--- src/hdl/opdec_consts.svh ---
// Constants for the first-quarter opcode decoder: opcode values,
// operand field positions, instruction lengths and cycle figures.
// Assumes inclusion by bare name from the two modules.
`ifndef OPDEC_CONSTS_SVH
`define OPDEC_CONSTS_SVH

// ----------------------------------------------------------------
// Opcode values and ranges
// ----------------------------------------------------------------
`define OPC_QUARTER_TOP   2'h0      // Opcode bits 7:6 of the decoded quarter
`define OPC_UNDEFINED     8'h3b     // Hole in the quarter, traps
`define OPC_MC_NOP        8'hcc     // Multicycle no-operation
`define OPC_MAC_LOW       8'h83     // Coprocessor instruction, first form
`define OPC_MAC_HIGH      8'ha3     // Coprocessor instruction, second form
`define OPC_DIV_LOW       4'hb      // Low nibble of every division opcode
`define OPC_DIV_HI_MIN    4'h4      // Division opcodes run 4B..7B
`define OPC_DIV_HI_MAX    4'h7

// ----------------------------------------------------------------
// Low-nibble groups of the quarter
// ----------------------------------------------------------------
`define LO_BITFIELD       4'ha
`define LO_MULPRIOR       4'hb
`define LO_ROTATE         4'hc
`define LO_JUMP           4'hd
`define LO_BIT_CLEAR      4'he
`define LO_BIT_SET        4'hf
`define LO_ARITH_MAX      4'h9

// ----------------------------------------------------------------
// Operand byte fields
// ----------------------------------------------------------------
`define OPD_FORM_MSB      3         // Bits 3:2 pick the indirect form
`define OPD_FORM_LSB      2
`define OPD_FORM_IMM3_A   2'h0      // x0..x3: three-bit immediate
`define OPD_FORM_IMM3_B   2'h1      // x4..x7: three-bit immediate
`define OPD_FORM_IND      2'h2      // x8..xB: register indirect
`define OPD_IMM3_MSB      2
`define OPD_PTR_MSB       1         // Only the four lowest registers point
`define OPD_DST_MSB       7
`define OPD_DST_LSB       4
`define OPD_NOP_MSB       4         // Low five bits count the stall

// ----------------------------------------------------------------
// Lengths in bytes and cycle figures
// ----------------------------------------------------------------
`define LEN_NONE          3'h0
`define LEN_SHORT         3'h2
`define LEN_LONG          3'h4
`define CYC_ZERO          5'h00
`define CYC_ONE           5'h01
`define CYC_TWO           5'h02
`define CYC_THREE         5'h03
`define CYC_FIVE          5'h05
`define CYC_SIX           5'h06
`define CYC_DIV_VISIBLE   5'h04
`define CYC_DIV_HIDDEN    5'h0f
`define CYC_NOP_MIN       5'h01

`endif

--- src/hdl/opdec_pkg.sv ---
// Types shared by the decoder and its cycle resolver.
// Assumes the constants header sits in the include path.
package opdec_pkg;

  // Operation selected by the opcode
  typedef enum logic [4:0] {
    OP_ADD, OP_ADD_WITH_CARRY, OP_SUB, OP_SUBTRACT_WITH_BORROW, OP_BITFIELD, OP_MUL, OP_UNSIGNED_MULTIPLY,
    OP_LEADING_ZERO_NORMALIZE, OP_ROL, OP_ROR, OP_JUMP, OP_BIT_CLEAR, OP_BIT_SET,
    OP_BIT_COMPARE, OP_BIT_MOVE_NEG, OP_DIV, OP_MC_NOP, OP_MAC,
    OP_TRAP, OP_FOREIGN
  } op_kind_t;

  // Operand form
  typedef enum logic [3:0] {
    FORM_RR, FORM_REG_MEM, FORM_MEM_REG, FORM_REG_IMM, FORM_IND_INC,
    FORM_IND, FORM_IMM3, FORM_BITFIELD, FORM_BITBIT, FORM_IMM4,
    FORM_REL, FORM_BITOFF, FORM_NONE
  } form_t;

  // Timing class
  typedef enum logic [3:0] {
    TIME_ONE, TIME_REG, TIME_BIT, TIME_BRANCH, TIME_SEG_2_3,
    TIME_SEG_5_6, TIME_DIV, TIME_MC_NOP, TIME_MAC, TIME_NONE
  } timing_t;

  // Relative jump condition (zero and nonzero are aliases)
  typedef enum logic [1:0] {
    COND_ALWAYS, COND_NOT_EQUAL_NOT_END, COND_EQUAL, COND_NOT_EQUAL
  } cond_t;

endpackage : opdec_pkg

--- src/hdl/cycle_resolver.sv ---
// Turns a timing class plus run-time facts into a cycle count and
// keeps the background count that runs behind every division.
// Assumes all inputs come from logic on the same clock.
`include "opdec_consts.svh"

module cycle_resolver (
  // Clock and reset
  input  wire logic              clk,
  input  wire logic              rst,
  // Decoded request
  input  wire logic              start,
  input  opdec_pkg::timing_t     timing,
  input  wire logic [4:0]        nop_count,
  // Run-time facts
  input  wire logic              reg_is_general,
  input  wire logic              bit_is_general,
  input  wire logic              zero_cycle_branch,
  input  wire logic              segmentation_disable,
  input  wire logic              mac_long,
  // Results
  output logic [4:0]             cycles,
  output logic                   result_pending
);

  logic [4:0] hidden_reg;   // Background division cycles left
  logic [4:0] hidden_next;
  logic [4:0] nop_cycles;   // Stall with the floor applied
  logic [4:0] visible_cycles;

  assign nop_cycles = (nop_count < `CYC_NOP_MIN) ? `CYC_NOP_MIN : nop_count;

  // Visible cycles per timing class
  always_comb
  begin
    case (timing)
      opdec_pkg::TIME_REG:     visible_cycles = reg_is_general ? `CYC_ONE : `CYC_TWO;
      opdec_pkg::TIME_BIT:     visible_cycles = bit_is_general ? `CYC_ONE : `CYC_TWO;
      opdec_pkg::TIME_BRANCH:  visible_cycles = zero_cycle_branch ? `CYC_ZERO : `CYC_ONE;
      opdec_pkg::TIME_SEG_2_3: visible_cycles = segmentation_disable ? `CYC_TWO : `CYC_THREE;
      opdec_pkg::TIME_SEG_5_6: visible_cycles = segmentation_disable ? `CYC_FIVE : `CYC_SIX;
      opdec_pkg::TIME_DIV:     visible_cycles = `CYC_DIV_VISIBLE;
      opdec_pkg::TIME_MC_NOP:  visible_cycles = nop_cycles;
      opdec_pkg::TIME_MAC:     visible_cycles = mac_long ? `CYC_TWO : `CYC_ONE;
      opdec_pkg::TIME_NONE:    visible_cycles = `CYC_ZERO;
      default:                 visible_cycles = `CYC_ONE;
    endcase
  end

  assign cycles = visible_cycles;

  assign hidden_next = (start && timing == opdec_pkg::TIME_DIV)
                     ? (`CYC_DIV_VISIBLE + `CYC_DIV_HIDDEN)
                     : (hidden_reg != `CYC_ZERO) ? hidden_reg - `CYC_ONE : `CYC_ZERO;

  // Background counter
  always_ff @(posedge clk)
  begin
    if (rst)
    begin
      hidden_reg     <= `CYC_ZERO;
      result_pending <= 1'b0;
    end
    else
    begin
      hidden_reg     <= hidden_next;
      result_pending <= (hidden_next != `CYC_ZERO);
    end
  end

endmodule : cycle_resolver

--- src/hdl/opcode_decode_first_quarter.sv ---
// Decoder for the one-byte opcodes 00..3F of the 16-bit core, plus
// the few timing forms (division, multicycle stall, coprocessor) that
// the cycle classes of this quarter share with the rest of the map.
// Assumes the fetch unit presents an opcode with its operand byte and
// the run-time facts in the same cycle, all on CLK_SYS.
`include "opdec_consts.svh"

// What this block does
// - register class, one or two cycles
// - bit class, one or two cycles
// - relative jump, zero or one cycle
// - two-three class in the resolver, never selected by a decode here
// - five-six class in the resolver, never selected by a decode here
// - division, four visible plus fifteen hidden
// - multicycle stall from five operand bits
// - word ops 08..38 decode three forms
// - byte ops 09..39 same three forms
// - jump condition comes from the opcode
// - 0A/1A masked field update, low/high
// - bit position taken from the opcode
// - undefined opcode raises a trap
module opcode_decode_first_quarter (
  // Clock and reset
  input  wire logic        CLK_SYS,
  input  wire logic        RST,
  // Fetch side
  input  wire logic        OPC_VALID,
  input  wire logic [7:0]  OPC_BYTE,
  input  wire logic [7:0]  OPD_BYTE,
  // Run-time facts
  input  wire logic        REG_IS_GENERAL,
  input  wire logic        BIT_IS_GENERAL,
  input  wire logic        ZERO_CYCLE_BRANCH,
  input  wire logic        SEGMENTATION_DISABLE,
  input  wire logic        MAC_LONG,
  // Decoded controls
  output logic             DEC_VALID,
  output logic [4:0]       DEC_OP,
  output logic             DEC_WORD,
  output logic [3:0]       DEC_FORM,
  output logic [3:0]       DEC_TIMING,
  output logic [2:0]       DEC_LENGTH,
  output logic [4:0]       DEC_CYCLES,
  output logic [1:0]       DEC_COND,
  output logic [3:0]       DEC_BIT_POS,
  output logic             DEC_FIELD_HIGH,
  output logic [3:0]       DEC_DST_REG,
  output logic [1:0]       DEC_PTR_REG,
  output logic [2:0]       DEC_IMM3,
  output logic             DEC_TRAP,
  output logic             DEC_FOREIGN,
  // Division status
  output logic             RESULT_PENDING
);

  // ----------------------------------------------------------------
  // Opcode fields
  // ----------------------------------------------------------------
  logic [3:0] lo_nib;         // Opcode low nibble
  logic [3:0] hi_nib;         // Opcode high nibble
  logic [1:0] row;            // Bits 5:4, row within the quarter
  logic       in_quarter;     // Opcode lies in 00..3F
  logic       is_arith;       // Low nibble 0..9
  logic       is_div;         // 4B, 5B, 6B, 7B
  logic       is_mc_nop;      // Multicycle stall
  logic       is_mac;         // Coprocessor forms
  logic       is_undefined;   // Hole in the quarter
  logic [1:0] ind_sel;        // Operand byte bits 3:2

  assign lo_nib       = OPC_BYTE[3:0];
  assign hi_nib       = OPC_BYTE[7:4];
  assign row          = OPC_BYTE[5:4];
  assign in_quarter   = (OPC_BYTE[7:6] == `OPC_QUARTER_TOP);
  assign is_arith     = in_quarter && (lo_nib <= `LO_ARITH_MAX);
  assign is_div       = (lo_nib == `OPC_DIV_LOW) && (hi_nib >= `OPC_DIV_HI_MIN)
                     && (hi_nib <= `OPC_DIV_HI_MAX);
  assign is_mc_nop    = (OPC_BYTE == `OPC_MC_NOP);
  assign is_mac       = (OPC_BYTE == `OPC_MAC_LOW) || (OPC_BYTE == `OPC_MAC_HIGH);
  assign is_undefined = (OPC_BYTE == `OPC_UNDEFINED);
  assign ind_sel      = OPD_BYTE[`OPD_FORM_MSB:`OPD_FORM_LSB];

  // ----------------------------------------------------------------
  // Arithmetic group operation and operand form
  // ----------------------------------------------------------------
  opdec_pkg::op_kind_t arith_op;    // Add, add-carry, subtract, borrow
  opdec_pkg::form_t    arith_form;  // Form from low nibble and operand
  opdec_pkg::form_t    ind_form;    // Short indirect forms

  assign arith_op = (row == 2'h0) ? opdec_pkg::OP_ADD
                  : (row == 2'h1) ? opdec_pkg::OP_ADD_WITH_CARRY
                  : (row == 2'h2) ? opdec_pkg::OP_SUB
                  :                 opdec_pkg::OP_SUBTRACT_WITH_BORROW;

  assign ind_form = (ind_sel == `OPD_FORM_IMM3_A || ind_sel == `OPD_FORM_IMM3_B)
                  ? opdec_pkg::FORM_IMM3
                  : (ind_sel == `OPD_FORM_IND) ? opdec_pkg::FORM_IND
                  : opdec_pkg::FORM_IND_INC;

  assign arith_form = (lo_nib[3:1] == 3'h0) ? opdec_pkg::FORM_RR
                    : (lo_nib[3:1] == 3'h1) ? opdec_pkg::FORM_REG_MEM
                    : (lo_nib[3:1] == 3'h2) ? opdec_pkg::FORM_MEM_REG
                    : (lo_nib[3:1] == 3'h3) ? opdec_pkg::FORM_REG_IMM
                    :                         ind_form;

  // ----------------------------------------------------------------
  // Full decode table
  // ----------------------------------------------------------------
  opdec_pkg::op_kind_t op_next;
  opdec_pkg::form_t    form_next;
  opdec_pkg::timing_t  timing_next;
  logic [2:0]          length_next;
  logic                word_next;

  // Operation, form, timing class and length for each opcode
  always_comb
  begin
    op_next     = opdec_pkg::OP_FOREIGN;
    form_next   = opdec_pkg::FORM_NONE;
    timing_next = opdec_pkg::TIME_NONE;
    length_next = `LEN_NONE;
    word_next   = ~OPC_BYTE[0];
    if (is_undefined)
    begin
      op_next = opdec_pkg::OP_TRAP;
    end
    else if (is_arith)
    begin
      op_next     = arith_op;
      form_next   = arith_form;
      length_next = (lo_nib[3:1] == 3'h0 || lo_nib[3:1] == 3'h4) ? `LEN_SHORT : `LEN_LONG;
      timing_next = (lo_nib[3:1] == 3'h1 || lo_nib[3:1] == 3'h2)
                  ? opdec_pkg::TIME_REG : opdec_pkg::TIME_ONE;
    end
    else if (in_quarter)
    begin
      case (lo_nib)
        `LO_BITFIELD:
        begin
          length_next = `LEN_LONG;
          if (!row[1])
          begin
            op_next     = opdec_pkg::OP_BITFIELD;
            form_next   = opdec_pkg::FORM_BITFIELD;
            timing_next = opdec_pkg::TIME_ONE;
          end
          else
          begin
            // Bit compare or negated bit move
            op_next     = row[0] ? opdec_pkg::OP_BIT_MOVE_NEG : opdec_pkg::OP_BIT_COMPARE;
            form_next   = opdec_pkg::FORM_BITBIT;
            timing_next = opdec_pkg::TIME_BIT;
          end
        end
        `LO_MULPRIOR:
        begin
          // Multiply signed, unsigned, normalise
          op_next     = (row == 2'h0) ? opdec_pkg::OP_MUL
                      : (row == 2'h1) ? opdec_pkg::OP_UNSIGNED_MULTIPLY : opdec_pkg::OP_LEADING_ZERO_NORMALIZE;
          form_next   = opdec_pkg::FORM_RR;
          timing_next = opdec_pkg::TIME_ONE;
          length_next = `LEN_SHORT;
          word_next   = 1'b1;
        end
        `LO_ROTATE:
        begin
          // Rotate by register or by four-bit count
          op_next     = row[1] ? opdec_pkg::OP_ROR : opdec_pkg::OP_ROL;
          form_next   = row[0] ? opdec_pkg::FORM_IMM4 : opdec_pkg::FORM_RR;
          timing_next = opdec_pkg::TIME_ONE;
          length_next = `LEN_SHORT;
          word_next   = 1'b1;
        end
        `LO_JUMP:
        begin
          op_next     = opdec_pkg::OP_JUMP;
          form_next   = opdec_pkg::FORM_REL;
          timing_next = opdec_pkg::TIME_BRANCH;
          length_next = `LEN_SHORT;
          word_next   = 1'b1;
        end
        default:
        begin
          // Bit clear and bit set, two bytes, one cycle
          op_next     = (lo_nib == `LO_BIT_SET) ? opdec_pkg::OP_BIT_SET : opdec_pkg::OP_BIT_CLEAR;
          form_next   = opdec_pkg::FORM_BITOFF;
          timing_next = opdec_pkg::TIME_ONE;
          length_next = `LEN_SHORT;
          word_next   = 1'b1;
        end
      endcase
    end
    else if (is_div)
    begin
      op_next     = opdec_pkg::OP_DIV;
      form_next   = opdec_pkg::FORM_RR;
      timing_next = opdec_pkg::TIME_DIV;
      length_next = `LEN_SHORT;
    end
    else if (is_mc_nop)
    begin
      op_next     = opdec_pkg::OP_MC_NOP;
      timing_next = opdec_pkg::TIME_MC_NOP;
      length_next = `LEN_SHORT;
    end
    else if (is_mac)
    begin
      op_next     = opdec_pkg::OP_MAC;
      timing_next = opdec_pkg::TIME_MAC;
      length_next = `LEN_LONG;
    end
  end

  // ----------------------------------------------------------------
  // Side fields
  // ----------------------------------------------------------------
  opdec_pkg::cond_t cond_next;    // Jump condition
  logic [3:0]       bit_pos_next; // Target bit of clear or set

  assign cond_next = (row == 2'h0) ? opdec_pkg::COND_ALWAYS
                   : (row == 2'h1) ? opdec_pkg::COND_NOT_EQUAL_NOT_END
                   : (row == 2'h2) ? opdec_pkg::COND_EQUAL
                   :                 opdec_pkg::COND_NOT_EQUAL;

  assign bit_pos_next = hi_nib;

  // ----------------------------------------------------------------
  // Cycle count
  // ----------------------------------------------------------------
  logic [4:0] cycles_now;   // Cycles for the opcode now offered
  logic       pending_now;  // Quotient not yet available

  cycle_resolver u_cycles (
    .clk                  (CLK_SYS),
    .rst                  (RST),
    .start                (OPC_VALID),
    .timing               (timing_next),
    .nop_count            (OPD_BYTE[`OPD_NOP_MSB:0]),
    .reg_is_general       (REG_IS_GENERAL),
    .bit_is_general       (BIT_IS_GENERAL),
    .zero_cycle_branch    (ZERO_CYCLE_BRANCH),
    .segmentation_disable (SEGMENTATION_DISABLE),
    .mac_long             (MAC_LONG),
    .cycles               (cycles_now),
    .result_pending       (pending_now)
  );

  // ----------------------------------------------------------------
  // Output registers
  // ----------------------------------------------------------------
  // Capture one decode per valid opcode
  always_ff @(posedge CLK_SYS)
  begin
    if (RST)
    begin
      DEC_VALID      <= 1'b0;
      DEC_OP         <= 5'h00;
      DEC_WORD       <= 1'b0;
      DEC_FORM       <= 4'h0;
      DEC_TIMING     <= 4'h0;
      DEC_LENGTH     <= `LEN_NONE;
      DEC_CYCLES     <= `CYC_ZERO;
      DEC_COND       <= 2'h0;
      DEC_BIT_POS    <= 4'h0;
      DEC_FIELD_HIGH <= 1'b0;
      DEC_DST_REG    <= 4'h0;
      DEC_PTR_REG    <= 2'h0;
      DEC_IMM3       <= 3'h0;
      DEC_TRAP       <= 1'b0;
      DEC_FOREIGN    <= 1'b0;
    end
    else
    begin
      DEC_VALID <= OPC_VALID;
      if (OPC_VALID)
      begin
        DEC_OP         <= op_next;
        DEC_WORD       <= word_next;
        DEC_FORM       <= form_next;
        DEC_TIMING     <= timing_next;
        DEC_LENGTH     <= length_next;
        DEC_CYCLES     <= cycles_now;
        DEC_COND       <= cond_next;
        DEC_BIT_POS    <= bit_pos_next;
        DEC_FIELD_HIGH <= row[0];
        DEC_DST_REG    <= OPD_BYTE[`OPD_DST_MSB:`OPD_DST_LSB];
        DEC_PTR_REG    <= OPD_BYTE[`OPD_PTR_MSB:0];
        DEC_IMM3       <= OPD_BYTE[`OPD_IMM3_MSB:0];
        DEC_TRAP       <= is_undefined;
        DEC_FOREIGN    <= (op_next == opdec_pkg::OP_FOREIGN);
      end
    end
  end

  // Division status comes straight from the resolver's flop
  assign RESULT_PENDING = pending_now;

endmodule : opcode_decode_first_quarter

--- config.mk ---
export PLATFORM = sky130hd
export DESIGN_NAME = opcode_decode_first_quarter
export DESIGN_NICKNAME = d
export VERILOG_FILES = /design/src/hdl/opdec_pkg.sv /design/src/hdl/cycle_resolver.sv /design/src/hdl/opcode_decode_first_quarter.sv
export VERILOG_INCLUDE_DIRS = /design/src /design/src/hdl
export SDC_FILE = /design/constraint.sdc
export NUM_CORES = 1
export LEC_CHECK = 0
export ABC_AREA = 0
export BUFFER_PORTS_ARGS = -buffer_cell sky130_fd_sc_hd__buf_2
export CORE_ASPECT_RATIO = 0.75
export CORE_MARGIN = 2
export CORE_UTILIZATION = 30
export DETAILED_ROUTE_END_ITERATION = 16
export GPL_ROUTABILITY_DRIVEN = 0
export HOLD_SLACK_MARGIN = 0.12
export PLACE_DENSITY = 0.63
export SLEW_MARGIN = 20
export SYNTH_ARGS = -nofsm -noshare
export SYNTH_HDL_FRONTEND = slang
export SYNTH_SLANG_ARGS = --single-unit
--- constraint.sdc ---
create_clock -name CLK_SYS -period 3.9 [get_ports CLK_SYS]
set_clock_uncertainty 0.2 [all_clocks]
set_input_delay 0.78 -clock CLK_SYS [delete_from_list [all_inputs] [get_ports CLK_SYS]]
set_output_delay 0.78 -clock CLK_SYS [all_outputs]
set_load 0.01 [all_outputs]
# Word-level counts from Yosys, hierarchy flattened
# Index checks and enable logic that the tools add are counted.
[word_totals] elab_cells=127 reg_bits=47 input_bits=24 out_inout_bits=42
[op_classes] n_mux=63 n_lt_le_gt_ge=4 reduce_logical=14 eq_ne=27 bitwise=1 add_sub_neg=1
[op_table] cell="two-way mux 4 bit" n=12
[op_table] cell="one-hot mux 5 bit (9 select lines)" n=1
[op_table] cell="two-way mux 3 bit" n=13
[op_table] cell="two-way mux 5 bit" n=7
[op_table] cell="equality test 4 bit, second input constant" n=7
[op_table] cell="two-way mux 2 bit" n=14
[op_table] cell="equality test 8 bit, second input constant" n=3
[op_table] cell="one-hot mux 5 bit (4 select lines)" n=1
[op_table] cell="equality test 4 x 3 -> 1 bit, second input constant" n=4
[op_table] cell="one-hot mux 4 bit (4 select lines)" n=1
[op_table] cell="two-way mux 1 bit" n=13
[op_table] cell="nonzero test 5 bit" n=2
[op_table] cell="equality test 4 x 2 -> 1 bit, second input constant" n=2
[op_table] cell="equality test 8 x 6 -> 1 bit, second input constant" n=1
[op_table] cell="one-hot mux 4 bit (2 select lines)" n=1
[op_table] cell="equality test 3 x 2 -> 1 bit, second input constant" n=2
[op_table] cell="zero test 2 bit" n=3
[op_table] cell="equality test 5 bit, second input constant" n=1
[op_table] cell="less-than comparator 5 x 1 -> 1 bit, second input constant" n=1
[op_table] cell="subtractor 5 x 1 -> 5 bit, second input constant" n=1
[op_table] cell="equality test 2 x 1 -> 1 bit, second input constant" n=2
[op_table] cell="equality test 2 bit, second input constant" n=2
[op_table] cell="equality test 4 x 1 -> 1 bit, second input constant" n=1
[op_table] cell="greater-or-equal comparator 4 x 3 -> 1 bit, second input constant" n=1
[op_table] cell="8 further kinds" n=14

# Depth between registers and ports, before layout
# Gate-level depths: netlist of the first run.
[logic_depth] depth_word=12 ltp_mapped=7 depth_no_buf=6

# Cells and area by module
# From an unflattened synthesis of the first run, not the netlist that was laid out.
[hier_totals] cells_unflattened=284 area_unflattened_um2=2458.6
[by_module_without_submodules] mod="opcode_decode_first_quarter" cells_each=224 seq_area_each_um2=740.7 area_each_um2=1934.4 n_inst=1
[by_module_without_submodules] mod="cycle_resolver" cells_each=60 seq_area_each_um2=120.1 area_each_um2=524.3 n_inst=1

# Worst setup path after synthesis of the first run
# OpenSTA, ideal clock, no wires.
[synth_timing] path_type="in2reg" start="in OPC_BYTE[6]" end="reg DEC_CYCLES[1]" stages=5 setup_slack_ps=1509 n_path_buf=1 required_time_ps=3584 setup_time_ps=116 arrival_time_ps=2075 path_cell_list="buf_2 or2_2 a31oi_1 or3b_1 a31o_2"
[synth_between] elab_chain_cells=10 word_cells_on_any_way=27 cone_classes="order compare (2); eq/ne (13); mux (7); reduce/logical (5)"
[synth_rtl] element="from (decl)" line_no="opcode_decode_first_quarter.sv:28" source="input wire logic [7:0] OPC_BYTE,"
[synth_rtl] element="equality test 8 bit (no line)"
[synth_rtl] element="logical OR 1 bit" line_no="opcode_decode_first_quarter.sv:78" source="assign is_mac = (OPC_BYTE == `OPC_MAC_LOW) || (OPC_BYTE == `OPC_MAC_HIGH);"
[synth_rtl] element="two-way mux 1 bit" line_no="opcode_decode_first_quarter.sv:205" source="else if (is_mac)"
[synth_rtl] element="two-way mux 4 bit" line_no="opcode_decode_first_quarter.sv:199" source="else if (is_mc_nop)"
[synth_rtl] element="two-way mux 4 bit" line_no="opcode_decode_first_quarter.sv:192" source="else if (is_div)"
[synth_rtl] element="two-way mux 4 bit" line_no="opcode_decode_first_quarter.sv:134" source="else if (in_quarter)"
[synth_rtl] element="two-way mux 4 bit" line_no="opcode_decode_first_quarter.sv:126" source="else if (is_arith)"
[synth_rtl] element="two-way mux 4 bit (*)" line_no="opcode_decode_first_quarter.sv:122" source="if (is_undefined)"
[synth_rtl] element="equality test 4 bit (tied with other cells)" line_no="cycle_resolver.sv:35" source="case (timing)"
[synth_rtl] element="one-hot mux 5 bit (9 select lines) (*)" line_no="cycle_resolver.sv:35"
[synth_rtl] element="to (signal assigned)" line_no="opcode_decode_first_quarter.sv:261" source="DEC_CYCLES <= `CYC_ZERO;"
[synth_rtl] element="to (signal assigned)" line_no="opcode_decode_first_quarter.sv:281" source="DEC_CYCLES <= cycles_now;"
[synth_rtl] element="to (decl)" line_no="opcode_decode_first_quarter.sv:43" source="output logic [4:0] DEC_CYCLES,"
# Mark *: on every way between the ends. The rest lies on a longest branch, timed or not.
# A chain may end at the register's enable or synchronous reset.

# Worst setup path after layout of the first run
[layout_timing] start="in OPC_BYTE[3]" end="reg DEC_OP[3]"
[layout_between] elab_chain_cells=7 word_cells_on_any_way=14 cone_classes="order compare (1); eq/ne (5); mux (5); reduce/logical (3)"
[layout_rtl] element="equality test 4 bit" line_no="opcode_decode_first_quarter.sv:136" source="case (lo_nib)"
[layout_rtl] element="logical AND 1 bit (2 in a row)" line_no="opcode_decode_first_quarter.sv:75" source="assign is_div = (lo_nib == `OPC_DIV_LOW) && (hi_nib >= `OPC_DIV_HI_MIN)"
[layout_rtl] element="two-way mux 5 bit" line_no="opcode_decode_first_quarter.sv:192"
[layout_rtl] element="two-way mux 5 bit" line_no="opcode_decode_first_quarter.sv:134"
[layout_rtl] element="two-way mux 5 bit" line_no="opcode_decode_first_quarter.sv:126"
[layout_rtl] element="two-way mux 5 bit (*)" line_no="opcode_decode_first_quarter.sv:122"
[layout_rtl] element="to (signal assigned)" line_no="opcode_decode_first_quarter.sv:276" source="DEC_OP <= op_next;"
[layout_rtl] element="to (decl)" line_no="opcode_decode_first_quarter.sv:38" source="output logic [4:0] DEC_OP,"
# Marked as above.

==> summary.md, run 1 <==
| Metric | Value |
|---|---|
| Outcome | finished, final reports clean |
| Area growth, synth to finish | 18.5% |
| Synthesized Nets | a little over 300 |
| Hold buffer count at CTS | 0 |
| VDD IR max | about 260 µV |
| Congestion Overflow GR | 0 |
| FFs w/ async S/R, synth | 0 |
| Post-Syn Area | 0.00221 mm² |
| Row cnt | 27 |
| Crit path max fanout | 20 |
| Top_reg_cell synth | dfxtp_1 |
| Post-Route Setup TNS | 0 ns |
| Largest net degree at the start of global routing | 43 |
| Power per cell area | between 400 and 500 mW/mm² |
| Deepest clock path buffer count | 2 |
| Met2 Usage GRT | 0.234 |
| Max-Cap Viols | 0 |
| Post-synth cell types | 57 |
| Part of the power in combinational logic | 0.267 |
| Worst Tran Pin Value | ~0.77 ns |
| Post-CTS setup buffers | 0 |
| Worst min path class | register to register |
| Most used routing layer | met2 |
| Io pins | between 60 and 70 |
| Minimum clock period | 2.46 ns |
| CTS sink cnt | 43 |
| Clk pwr share | 0.259 |
| Relative slew slack | 0.486 |
| Setup-violating endpoint count in the final report | 0 |
| DR iter-0 viols | around 190 |
| Horiz. Die Dim | between 100 and 150 µm |
| Die Height | 78.3 µm |
| Net switching power figure | approximately 0.35 mW |
| Leak | about 1.1 nW |
| Initial Utilization | 0.306 |
| Hold Violations, Final | 0 |
| Final ANT Viol Nets | 0 |
| Final net count | around 340 |
| Total power | about 1.1 mW |
| Cells after Synth | between 200 and 300 |
| Internal Pwr Total | approximately 0.74 mW |
| Crit. End Element | register |
| Initial antenna violation count | 0 |
| EDFF count, synth | 0 |
| Hpwl dp | around 4.4 mm |
| Vias per cell | 5.12 |
| Via count | ~2,200 |
| Seq pwr share | 0.474 |
| N_diodes | 0 |
| Register bit total from synthesis | 43 |
| Syn avg cell area | 7.98 µm² |
| Non-filler cells in the finished layout | 421 |
| Num CTS Buffers | 5 |
| RSZ-0062 raised after global routing | no |
| Final Slew Violations | 0 |
| WL final | just over 6 mm |
| FMAX | approximately 410 MHz |
| Clk pin slew, worst setup/hold paths | approximately 0.090 ns |
| First-pass GRT wire length | ~10 mm |
| CP required | 3.90 ns |
| Routed length per instance | ~15 µm |
| Worst Path Arrival | about 2.5 ns |
| Met1 Track Usage GR | 0.229 |
| Synth Warn # | 0 |
| DRC | 0 |
| Critical Setup Path Class | primary input to register |
| DP Worst Slack | 1.16 ns |
| Post-route setup slack | 1.44 ns |
| Sequential-to-total area share from yosys stat | 0.390 |
| Core Region | 0.00723 mm² |
| # placed instances | slightly above 400 |
| Sw Ratio | 0.319 |
| Final Cycle Share | 0.631 |
| Worst skew pair latency | approximately 0.30 ns |
| Fraction of layout cells with a size suffix above 1 | 0.250 |
| Vias in the first global route | around 2,000 |
| Root Buffer | clkbuf_8 |
| CTS tree | yes |
| Startpoint types | primary input |
| H-tree levels | 2 |
| Gr usage total | 0.158 |
| First drt pass iteration count | 4 |
| CTS resizes | 0 |
| Quantity of I/O buffers inserted on ports | 63 |
| Met3 GRT Util | 0.0419 |
| Total die area | around 0.0081 mm² |
## cells by family (layout without fill, tap and decap cells)
logic type / Yosys count / count (layout) / synth area share
AND/OR/NAND/NOR: 111 / 111 / 0.258
AO/OA/AOI/OAI: 73 / 73 / 0.216
flip-flops: 43 / 43 / 0.390
buffers and inverters: 35 / 78 / 0.0708
multiplexers: 11 / 11 / 0.0498
XOR/XNOR: 2 / 2 / 0.00793
adder cells (fa/ha/maj): 1 / 1 / 0.00566
other: 1 / 1 / 0.00170
## final timing paths
path                          start                     end  slack [ns]  cells after the start
min                   DEC_TIMING[2]           DEC_TIMING[2]        0.25                      1
max                     OPC_BYTE[3]               DEC_OP[3]        1.44                      6
min reg2reg           DEC_TIMING[2]           DEC_TIMING[2]        0.25                      1
max reg2reg  u_cycles.hidden_reg[0]  u_cycles.hidden_reg[0]        2.30                      6
## worst max-delay path, cell delays in order
cell and delay (ns):
buf_2 0.28, and4b_1 0.37, nand3b_1 0.19, a21oi_1 0.40
o21ai_0 0.16, a221oi_1 0.29
## area by class of cell
class / count / area [µm²]
multi-input combinational: 199 / 1190
timing repair buffer: 65 / 330
fill: 799 / 4610
clock buffer: 5 / 68.8
inverter: 5 / 18.8
clock inverter: 3 / 20.0
sequential: 43 / 861
tap: 101 / 126
## metal layers
layer	wire length, µm	vias to the layer above	part of all wire
met1	3020	987	0.49
li1	-	1079	-
met3	446	7	0.073
met4	44	0	0.0072
met5	0	-	0
met2	2600	82	0.43
## synthesized netlist by cell type (2+ instances only)
library cell	n	area [µm²]
buf_2	7	35.0
buf_1	2	7.51
inv_1	5	18.8
nand3_1	8	40.0
a21oi_1	26	130
o21a_1	2	15.0
buf_4	4	30.0
or2_2	4	25.0
o211ai_1	2	15.0
dfxtp_1	43	861
nor3_1	8	40.0
nor2b_1	4	25.0
mux2i_1	11	110
xnor2_1	2	17.5
a211oi_1	5	37.5
nand4_1	2	12.5
nand3b_1	5	37.5
nand4bb_1	2	22.5
nor2_1	35	131
a311oi_1	2	17.5
nand2b_1	4	25.0
nor3b_1	2	15.0
nand4b_1	2	17.5
o22ai_1	3	18.8
a31oi_1	5	31.3
nor4_1	4	25.0
o2bb2ai_1	2	17.5
a22oi_1	2	15.0
o21ai_0	10	50.1
nand2_1	22	82.6
clkbuf_1	16	60.1
## cells in the final DEF, fill, tap and decap left out, types with 3 or more instances in the layout
cell | synthesis | layout
nor2_1 | 35 | 35
nand2b_1 | 4 | 4
nand2_1 | 22 | 22
or2_2 | 4 | 4
nor2b_1 | 4 | 4
a21oi_1 | 26 | 26
o22ai_1 | 3 | 3
nor3_1 | 8 | 8
a31oi_1 | 5 | 5
o21ai_0 | 10 | 10
nand3_1 | 8 | 8
inv_1 | 5 | 5
buf_2 | 7 | 63
mux2i_1 | 11 | 11
a211oi_1 | 5 | 5
clkbuf_8 | 0 | 5
dfxtp_1 | 43 | 43
nor4_1 | 4 | 4
nand3b_1 | 5 | 5
## through the flow
step	area, µm²	utilization	hold slack [ns]
after global routing	2620	0.362	0.292
after detailed placement	2530	0.350	0.236
after floorplan	2210	-	0.267
final	2620	0.362	0.251
after global placement	2530	0.350	0.238
after CTS	2620	0.362	0.257
## power groups by stage
stage / registers (mW) / clock network (mW) / logic (mW)
6_report: 0.516 / 0.281 / 0.291
5_1_grt: 0.522 / 0.309 / 0.335
4_1_cts: 0.515 / 0.288 / 0.292
3_5_place_dp: 0.525 / 0 / 0.291
3_3_place_gp: 0.524 / 0 / 0.286
2_1_floorplan: 0.533 / 0 / 0.207
Power figures use the tool's default switching activity.
==> run 2: changes to the inputs <==
ABC_AREA = 1   (was 0)
PLACE_DENSITY = 0.65   (was 0.63)
clock period = 2 ns   (was 3.9 ns; I/O delays follow)
==> summary.md, run 2 <==
| Metric | Value |
|---|---|
| Post-Syn Area | around 0.0022 mm² |
| Congestion Overflow GR | 0 |
| Largest net degree at the start of global routing | 24 |
| Most frequent cells in the layout | buf_2, nand2_1, nor2_1, dfxtp_1, inv_1 |
| Register bit total from synthesis | 43 |
| Synth area leaders | dfxtp_1, nand2_1, nor2_1, a21oi_1, o21ai_0 |
| Net switching power figure | 0.667 mW |
| WL final | slightly above 6 mm |
| Die Height | ~80 µm |
| Root Buffer | clkbuf_8 |
| Initial antenna violation count | 0 |
| Post-CTS setup buffers | 0 |
| Sw Ratio | 0.320 |
| Clk pin slew, worst setup/hold paths | around 0.080 ns |
| Sequential-to-total area share from yosys stat | 0.392 |
| CP required | 1.98 ns |
| Post-synth cell types | 35 |
| Syn avg cell area | just under 7 µm² |
| Worst R2R Setup Slack | between 0.3 and 0.4 ns |
| Design area | 0.00272 mm² |
| DR iter-0 viols | 170 |
| Hold Violations, Final | 0 |
| FMAX | about 600 MHz |
| Final ANT Viol Nets | 0 |
| VDD IR max | 274 µV |
| Final net count | about 400 |
| H-tree levels | 2 |
| Setup-violating endpoint count in the final report | 0 |
| Hpwl dp | roughly 4.8 mm |
| Row cnt | 26 |
| Crit. End Element | register |
| N_diodes | 0 |
| Final Cycle Share | 0.836 |
| Hold Path End | DEC_DST_REG[3] |
| Post-placement cell area | between 0.002 and 0.003 mm² |
| CTS sink cnt | between 40 and 50 |
| Min-delay src | OPD_BYTE[7] |
| Cell taking the most area after synthesis | dfxtp_1 |
| DRC | 0 |
| Cells after Synth | between 300 and 400 |
| CTS tree | yes |
| Power per cell area | 768 mW/mm² |
| Crit path max fanout | 3 |
| Quantity of I/O buffers inserted on ports | 63 |
| Via count | around 2,300 |
| Outcome | finished, final reports clean |
| Deepest clock path buffer count | 2 |
| Worst min path class | primary input to register |
| Vias per cell | roughly 4.7 |
| Minimum clock period | about 1.7 ns |
| EDFF count, synth | 0 |
| Io pins | 66 |
| Cells on worst reg2reg path | 9 |
| Num CTS Buffers | 5 |
| Clk pwr share | 0.255 |
| Area growth, synth to finish | 23.5% |
| Commonest non-fill, non-tap cell in the layout | buf_2 |
| Seq pwr share | 0.475 |
| Start of the worst register-to-register path | u_cycles.hidden_reg[0] |
| Gr usage total | 0.158 |
| Part of the power in combinational logic | 0.270 |
| Critical Setup Path Class | register to register |
| Reg-to-reg critical path endpoint | u_cycles.result_pending |
| Post-synth top cells | nand2_1, nor2_1, dfxtp_1, inv_1, a21oi_1 |
| CTS resizes | 0 |
| Routed length per instance | between 10 and 15 µm |
| Internal Pwr Total | 1.42 mW |
| First drt pass iteration count | 5 |
| Max-Cap Viols | 0 |
| Synth Warn # | 0 |
| Leak | 1.31 nW |
| Post-route setup slack | between 0.3 and 0.4 ns |
| Total power | approximately 2.1 mW |
| Horiz. Die Dim | slightly above 100 µm |
| Post-Route Setup TNS | 0 ns |
| Total die area | 0.00804 mm² |
| Vias in the first global route | 1,992 |
| Initial Utilization | 0.316 |
| DP Worst Slack | 0.0775 ns |
| RSZ-0062 raised after global routing | no |
| Worst skew pair latency | 0.30 ns |
| Most common cell in the netlist | nand2_1 |
| Fraction of layout cells with a size suffix above 1 | 0.283 |
| Top_reg_cell synth | dfxtp_1 |
| Worst Path Arrival | between 1.5 and 2 ns |
| Synthesized Nets | 345 |
| FFs w/ async S/R, synth | 0 |
| Hold Path Depth | 3 |
| Final Slew Violations | 0 |
| CP startpoint | u_cycles.hidden_reg[0] |
| Startpoint types | register |
| Core Region | around 0.0070 mm² |
| First-pass GRT wire length | 9.88 mm |
| Share of the synthesized area in the top cell type | 0.392 |
==> run 2: what timing repair did <==
action,CTS,global route
setup endpoints to repair,0,0
hold buffers,1,0
endpoints found under the hold margin,1,0
==> run 2: stage by stage <==
stage,hold slack (ns),utilization,instances
2_1_floorplan,0.286,-,320
3_3_place_gp,0.254,0.377,474
3_5_place_dp,0.256,0.377,474
4_1_cts,0.126,0.390,483
5_1_grt,0.133,0.390,483
6_report,0.130,0.390,483
==> run 2: how the worst max path moves through the flow <==
stage	end	slack, ns	cells past startpoint
after CTS	u_cycles.result_pending	0.31	9
after global placement	DEC_CYCLES[1]	0.11	11
after floorplan	DEC_CYCLES[1]	0.34	11
final	u_cycles.result_pending	0.33	9
after global routing	u_cycles.result_pending	0.12	9
after detailed placement	DEC_CYCLES[1]	0.08	11
==> run 2: logic make-up after synthesis <==
logic type      after synthesis  synth area share
buf+inv                      53             0.100
xor+xnor                      1           0.00398
flops                        43             0.392
other cells                   1           0.00171
simple gates                157             0.338
compound gates               64             0.159
fa+ha+maj                     1           0.00569
==> run 2: power by group through the flow <==
stage | Clock [mW] | Sequential, mW | Combinational [mW]
floorplan | 0 | 1.03 | 0.370
global placement | 0 | 1.01 | 0.552
detailed placement | 0 | 1.01 | 0.560
CTS | 0.557 | 0.992 | 0.565
global route | 0.581 | 1.01 | 0.648
finish | 0.532 | 0.991 | 0.562
==> run 2: routing by layer <==
layer,vias up,routed length [µm],track usage
met2,84,2440,0.227
met1,994,3170,0.232
met3,12,523,0.0436
met4,0,70,0.0395
li1,1163,-,-
met5,-,0,0
==> run 2: final cells by class <==
class / count / area [µm²]
clock buffers: 7 / 76.3
fillers: 770 / 4250
clock inverters: 1 / 5.00
repair buffers: 73 / 393
flip-flops and latches: 43 / 861
multi-input cells: 224 / 1120
inverters: 37 / 140
well taps: 98 / 123
==> run 2: worst max-delay path, stage by stage, from the launching register on <==
cell and delay, ns:
dfxtp_1 0.32, inv_1 0.10, ha_1 0.19, nand2_1 0.08, nor2_1 0.15, inv_1 0.10
nand4_1 0.09, nor2_1 0.06, nor3_1 0.17, o21ai_0 0.09
==> run 3: changes to the inputs <==
clock period = 1.5 ns   (was 2 ns; I/O delays follow)
==> summary.md, run 3 (same netlist as run 2, synthesis figures left out) <==
| Metric | Value |
|---|---|
| Start of the worst register-to-register path | u_cycles.hidden_reg[1] |
| H-tree levels | 2 |
| Crit. End Element | register |
| CP cell instances | inv_2 > ha_4 > nand2_4 > nor2_4 > or2_2 > a21oi_2 > nor3_2 > o21ai_1 |
| Initial antenna violation count | 0 |
| First-pass GRT wire length | roughly 11 mm |
| # placed instances | about 520 |
| First drt pass iteration count | 5 |
| Worst R2R Setup Slack | -0.02 ns |
| Initial Utilization | 0.316 |
| Seq pwr share | 0.367 |
| Failing checks | negative setup slack |
| Vias per cell | 4.68 |
| Area growth, synth to finish | 60.5% |
| FMAX | 658 MHz |
| Root Buffer | clkbuf_8 |
| Commonest non-fill, non-tap cell in the layout | buf_4 |
| Row cnt | 26 |
| Multi-input logic area | around 0.0013 mm² |
| CTS tree | yes |
| Clk pin slew, worst setup/hold paths | 0.08 ns |
| Deepest clock path buffer count | 2 |
| Crit path depth | 8 |
| Part of the power in combinational logic | 0.379 |
| Minimum clock period | about 1.5 ns |
| Power per cell area | approximately 1000 mW/mm² |
| CTS sink cnt | 43 |
| Final net count | around 470 |
| Congestion Overflow GR | 0 |
| Io pins | 66 |
| Sw Ratio | 0.310 |
| Gr usage total | 0.172 |
| Quantity of I/O buffers inserted on ports | 63 |
| Net switching power figure | approximately 1.1 mW |
| Hpwl dp | 5.22 mm |
| Hold Path Depth | 2 |
| Via count | between 2,000 and 3,000 |
| Final ANT Viol Nets | 0 |
| DP Worst Slack | -0.269 ns |
| Leak | 1.70 nW |
| Hold Violations, Final | 0 |
| Worst min path class | primary input to register |
| Final Cycle Share | 1.01 |
| Fraction of layout cells with a size suffix above 1 | 0.459 |
| CP required | ~1.5 ns |
| N_diodes | 0 |
| DRC | 0 |
| Layout Utilization | 0.507 |
| VDD IR max | between 400 and 500 µV |
| Die Height | 78.1 µm |
| Non-filler cells in the finished layout | 547 |
| Clk pwr share | 0.254 |
| Final Slew Violations | 0 |
| Critical Path Max Stage Delay | about 0.34 ns |
| Fillers | a little under 700 |
| Crit path max fanout | 3 |
| Vias in the first global route | between 2,000 and 2,500 |
| RSZ-0062 raised after global routing | yes |
| CP startpoint | u_cycles.hidden_reg[1] |
| WP buf/inv | 1 |
| Worst skew pair latency | slightly below 0.3 ns |
| Post-route setup slack | -0.0192 ns |
| Critical Setup Path Class | register to register |
| Critical Path End | u_cycles.result_pending |
| Core Region | about 0.0070 mm² |
| Crit path max-delay family | simple AND/OR/NAND/NOR gates |
| Routed length per instance | around 13 µm |
| Reg-to-reg critical path endpoint | u_cycles.result_pending |
| Horiz. Die Dim | 103 µm |
| Setup-violating endpoint count in the final report | 1 |
| Slowest CP cell | dfxtp_2 |
| Num CTS Buffers | 5 |
| DR iter-0 viols | 133 |
| Max-Cap Viols | 0 |
| Hold buffer count at CTS | 8 |
| WL final | ~7.3 mm |
| Outcome | finished, violations left |
| WHS | between 0.06 and 0.07 ns |
| Largest net degree at the start of global routing | 24 |
| Worst Path Arrival | between 1.5 and 2 ns |
| Most frequent cells in the layout | buf_4, buf_2, nand2_1, dfxtp_1, nor2_1 |
| Cells on worst reg2reg path | 8 |
| Internal Pwr Total | between 2 and 3 mW |
| Total die area | 0.00804 mm² |
| Startpoint types | register |
| Reg area | 865 µm² |
-- run 3: cell types whose count changed in the layout (fill, tap and decap cells not counted), sizes merged --
cell / delta
buf: +56
dlygate4sd3: +7
bufinv: +1
-- run 3: layout make-up --
| cell class | instances | share of cell area |
|---|---|---|
| clock buffer | 6 | 0.0234 |
| clock inverter | 2 | 0.00993 |
| inverter | 37 | 0.0411 |
| multi-input combinational | 224 | 0.372 |
| sequential | 43 | 0.245 |
| tap | 98 | 0.0348 |
| timing repair buffer | 137 | 0.274 |
-- run 3: worst min-delay path by stage --
stage	start	end	slack [ns]
after floorplan	OPC_BYTE[6]	DEC_BIT_POS[2]	0.23
after global placement	DEC_BIT_POS[1]	DEC_BIT_POS[1]	0.25
after detailed placement	DEC_BIT_POS[1]	DEC_BIT_POS[1]	0.25
after CTS	RST	u_cycles.hidden_reg[1]	0.006
after global routing	RST	u_cycles.hidden_reg[1]	0.06
final	RST	u_cycles.hidden_reg[2]	0.06
-- run 3: metrics by stage --
stage / cell area (µm²) / power, mW / TNS, ns
floorplan: 2230 / 1.89 / -0.0142
global placement: 3020 / 2.25 / -3.45
detailed placement: 3020 / 2.28 / -4.10
CTS: 3300 / 3.56 / -0.0147
global route: 3530 / 3.89 / -0.165
finish: 3530 / 3.66 / -0.0192
-- run 3: routing by layer --
metal / vias up / GRT usage / part of all wire
li1: 1294 / - / -
met1: 1161 / 0.244 / 0.47
met2: 94 / 0.267 / 0.45
met3: 10 / 0.0365 / 0.066
met4: 0 / 0.0434 / 0.0084
met5: - / 0 / 0
-- run 3: repair_timing --
action / in CTS / in global routing
setup endpoints to repair: 1 / 13
resized for setup: 16 / 52
endpoints found under the hold margin: 10 / 2
setup buffers: 5 / 7
pin swaps: 8 / 26
-- run 3: power groups by stage --
stage                     Combinational (mW)  Clock [mW]  Sequential [mW]
after floorplan                        0.521           0             1.37
after global placement                 0.911           0             1.34
after global routing                    1.53       0.997             1.36
after detailed placement               0.931           0             1.35
final                                   1.39       0.930             1.34
after CTS                               1.25       0.966             1.34
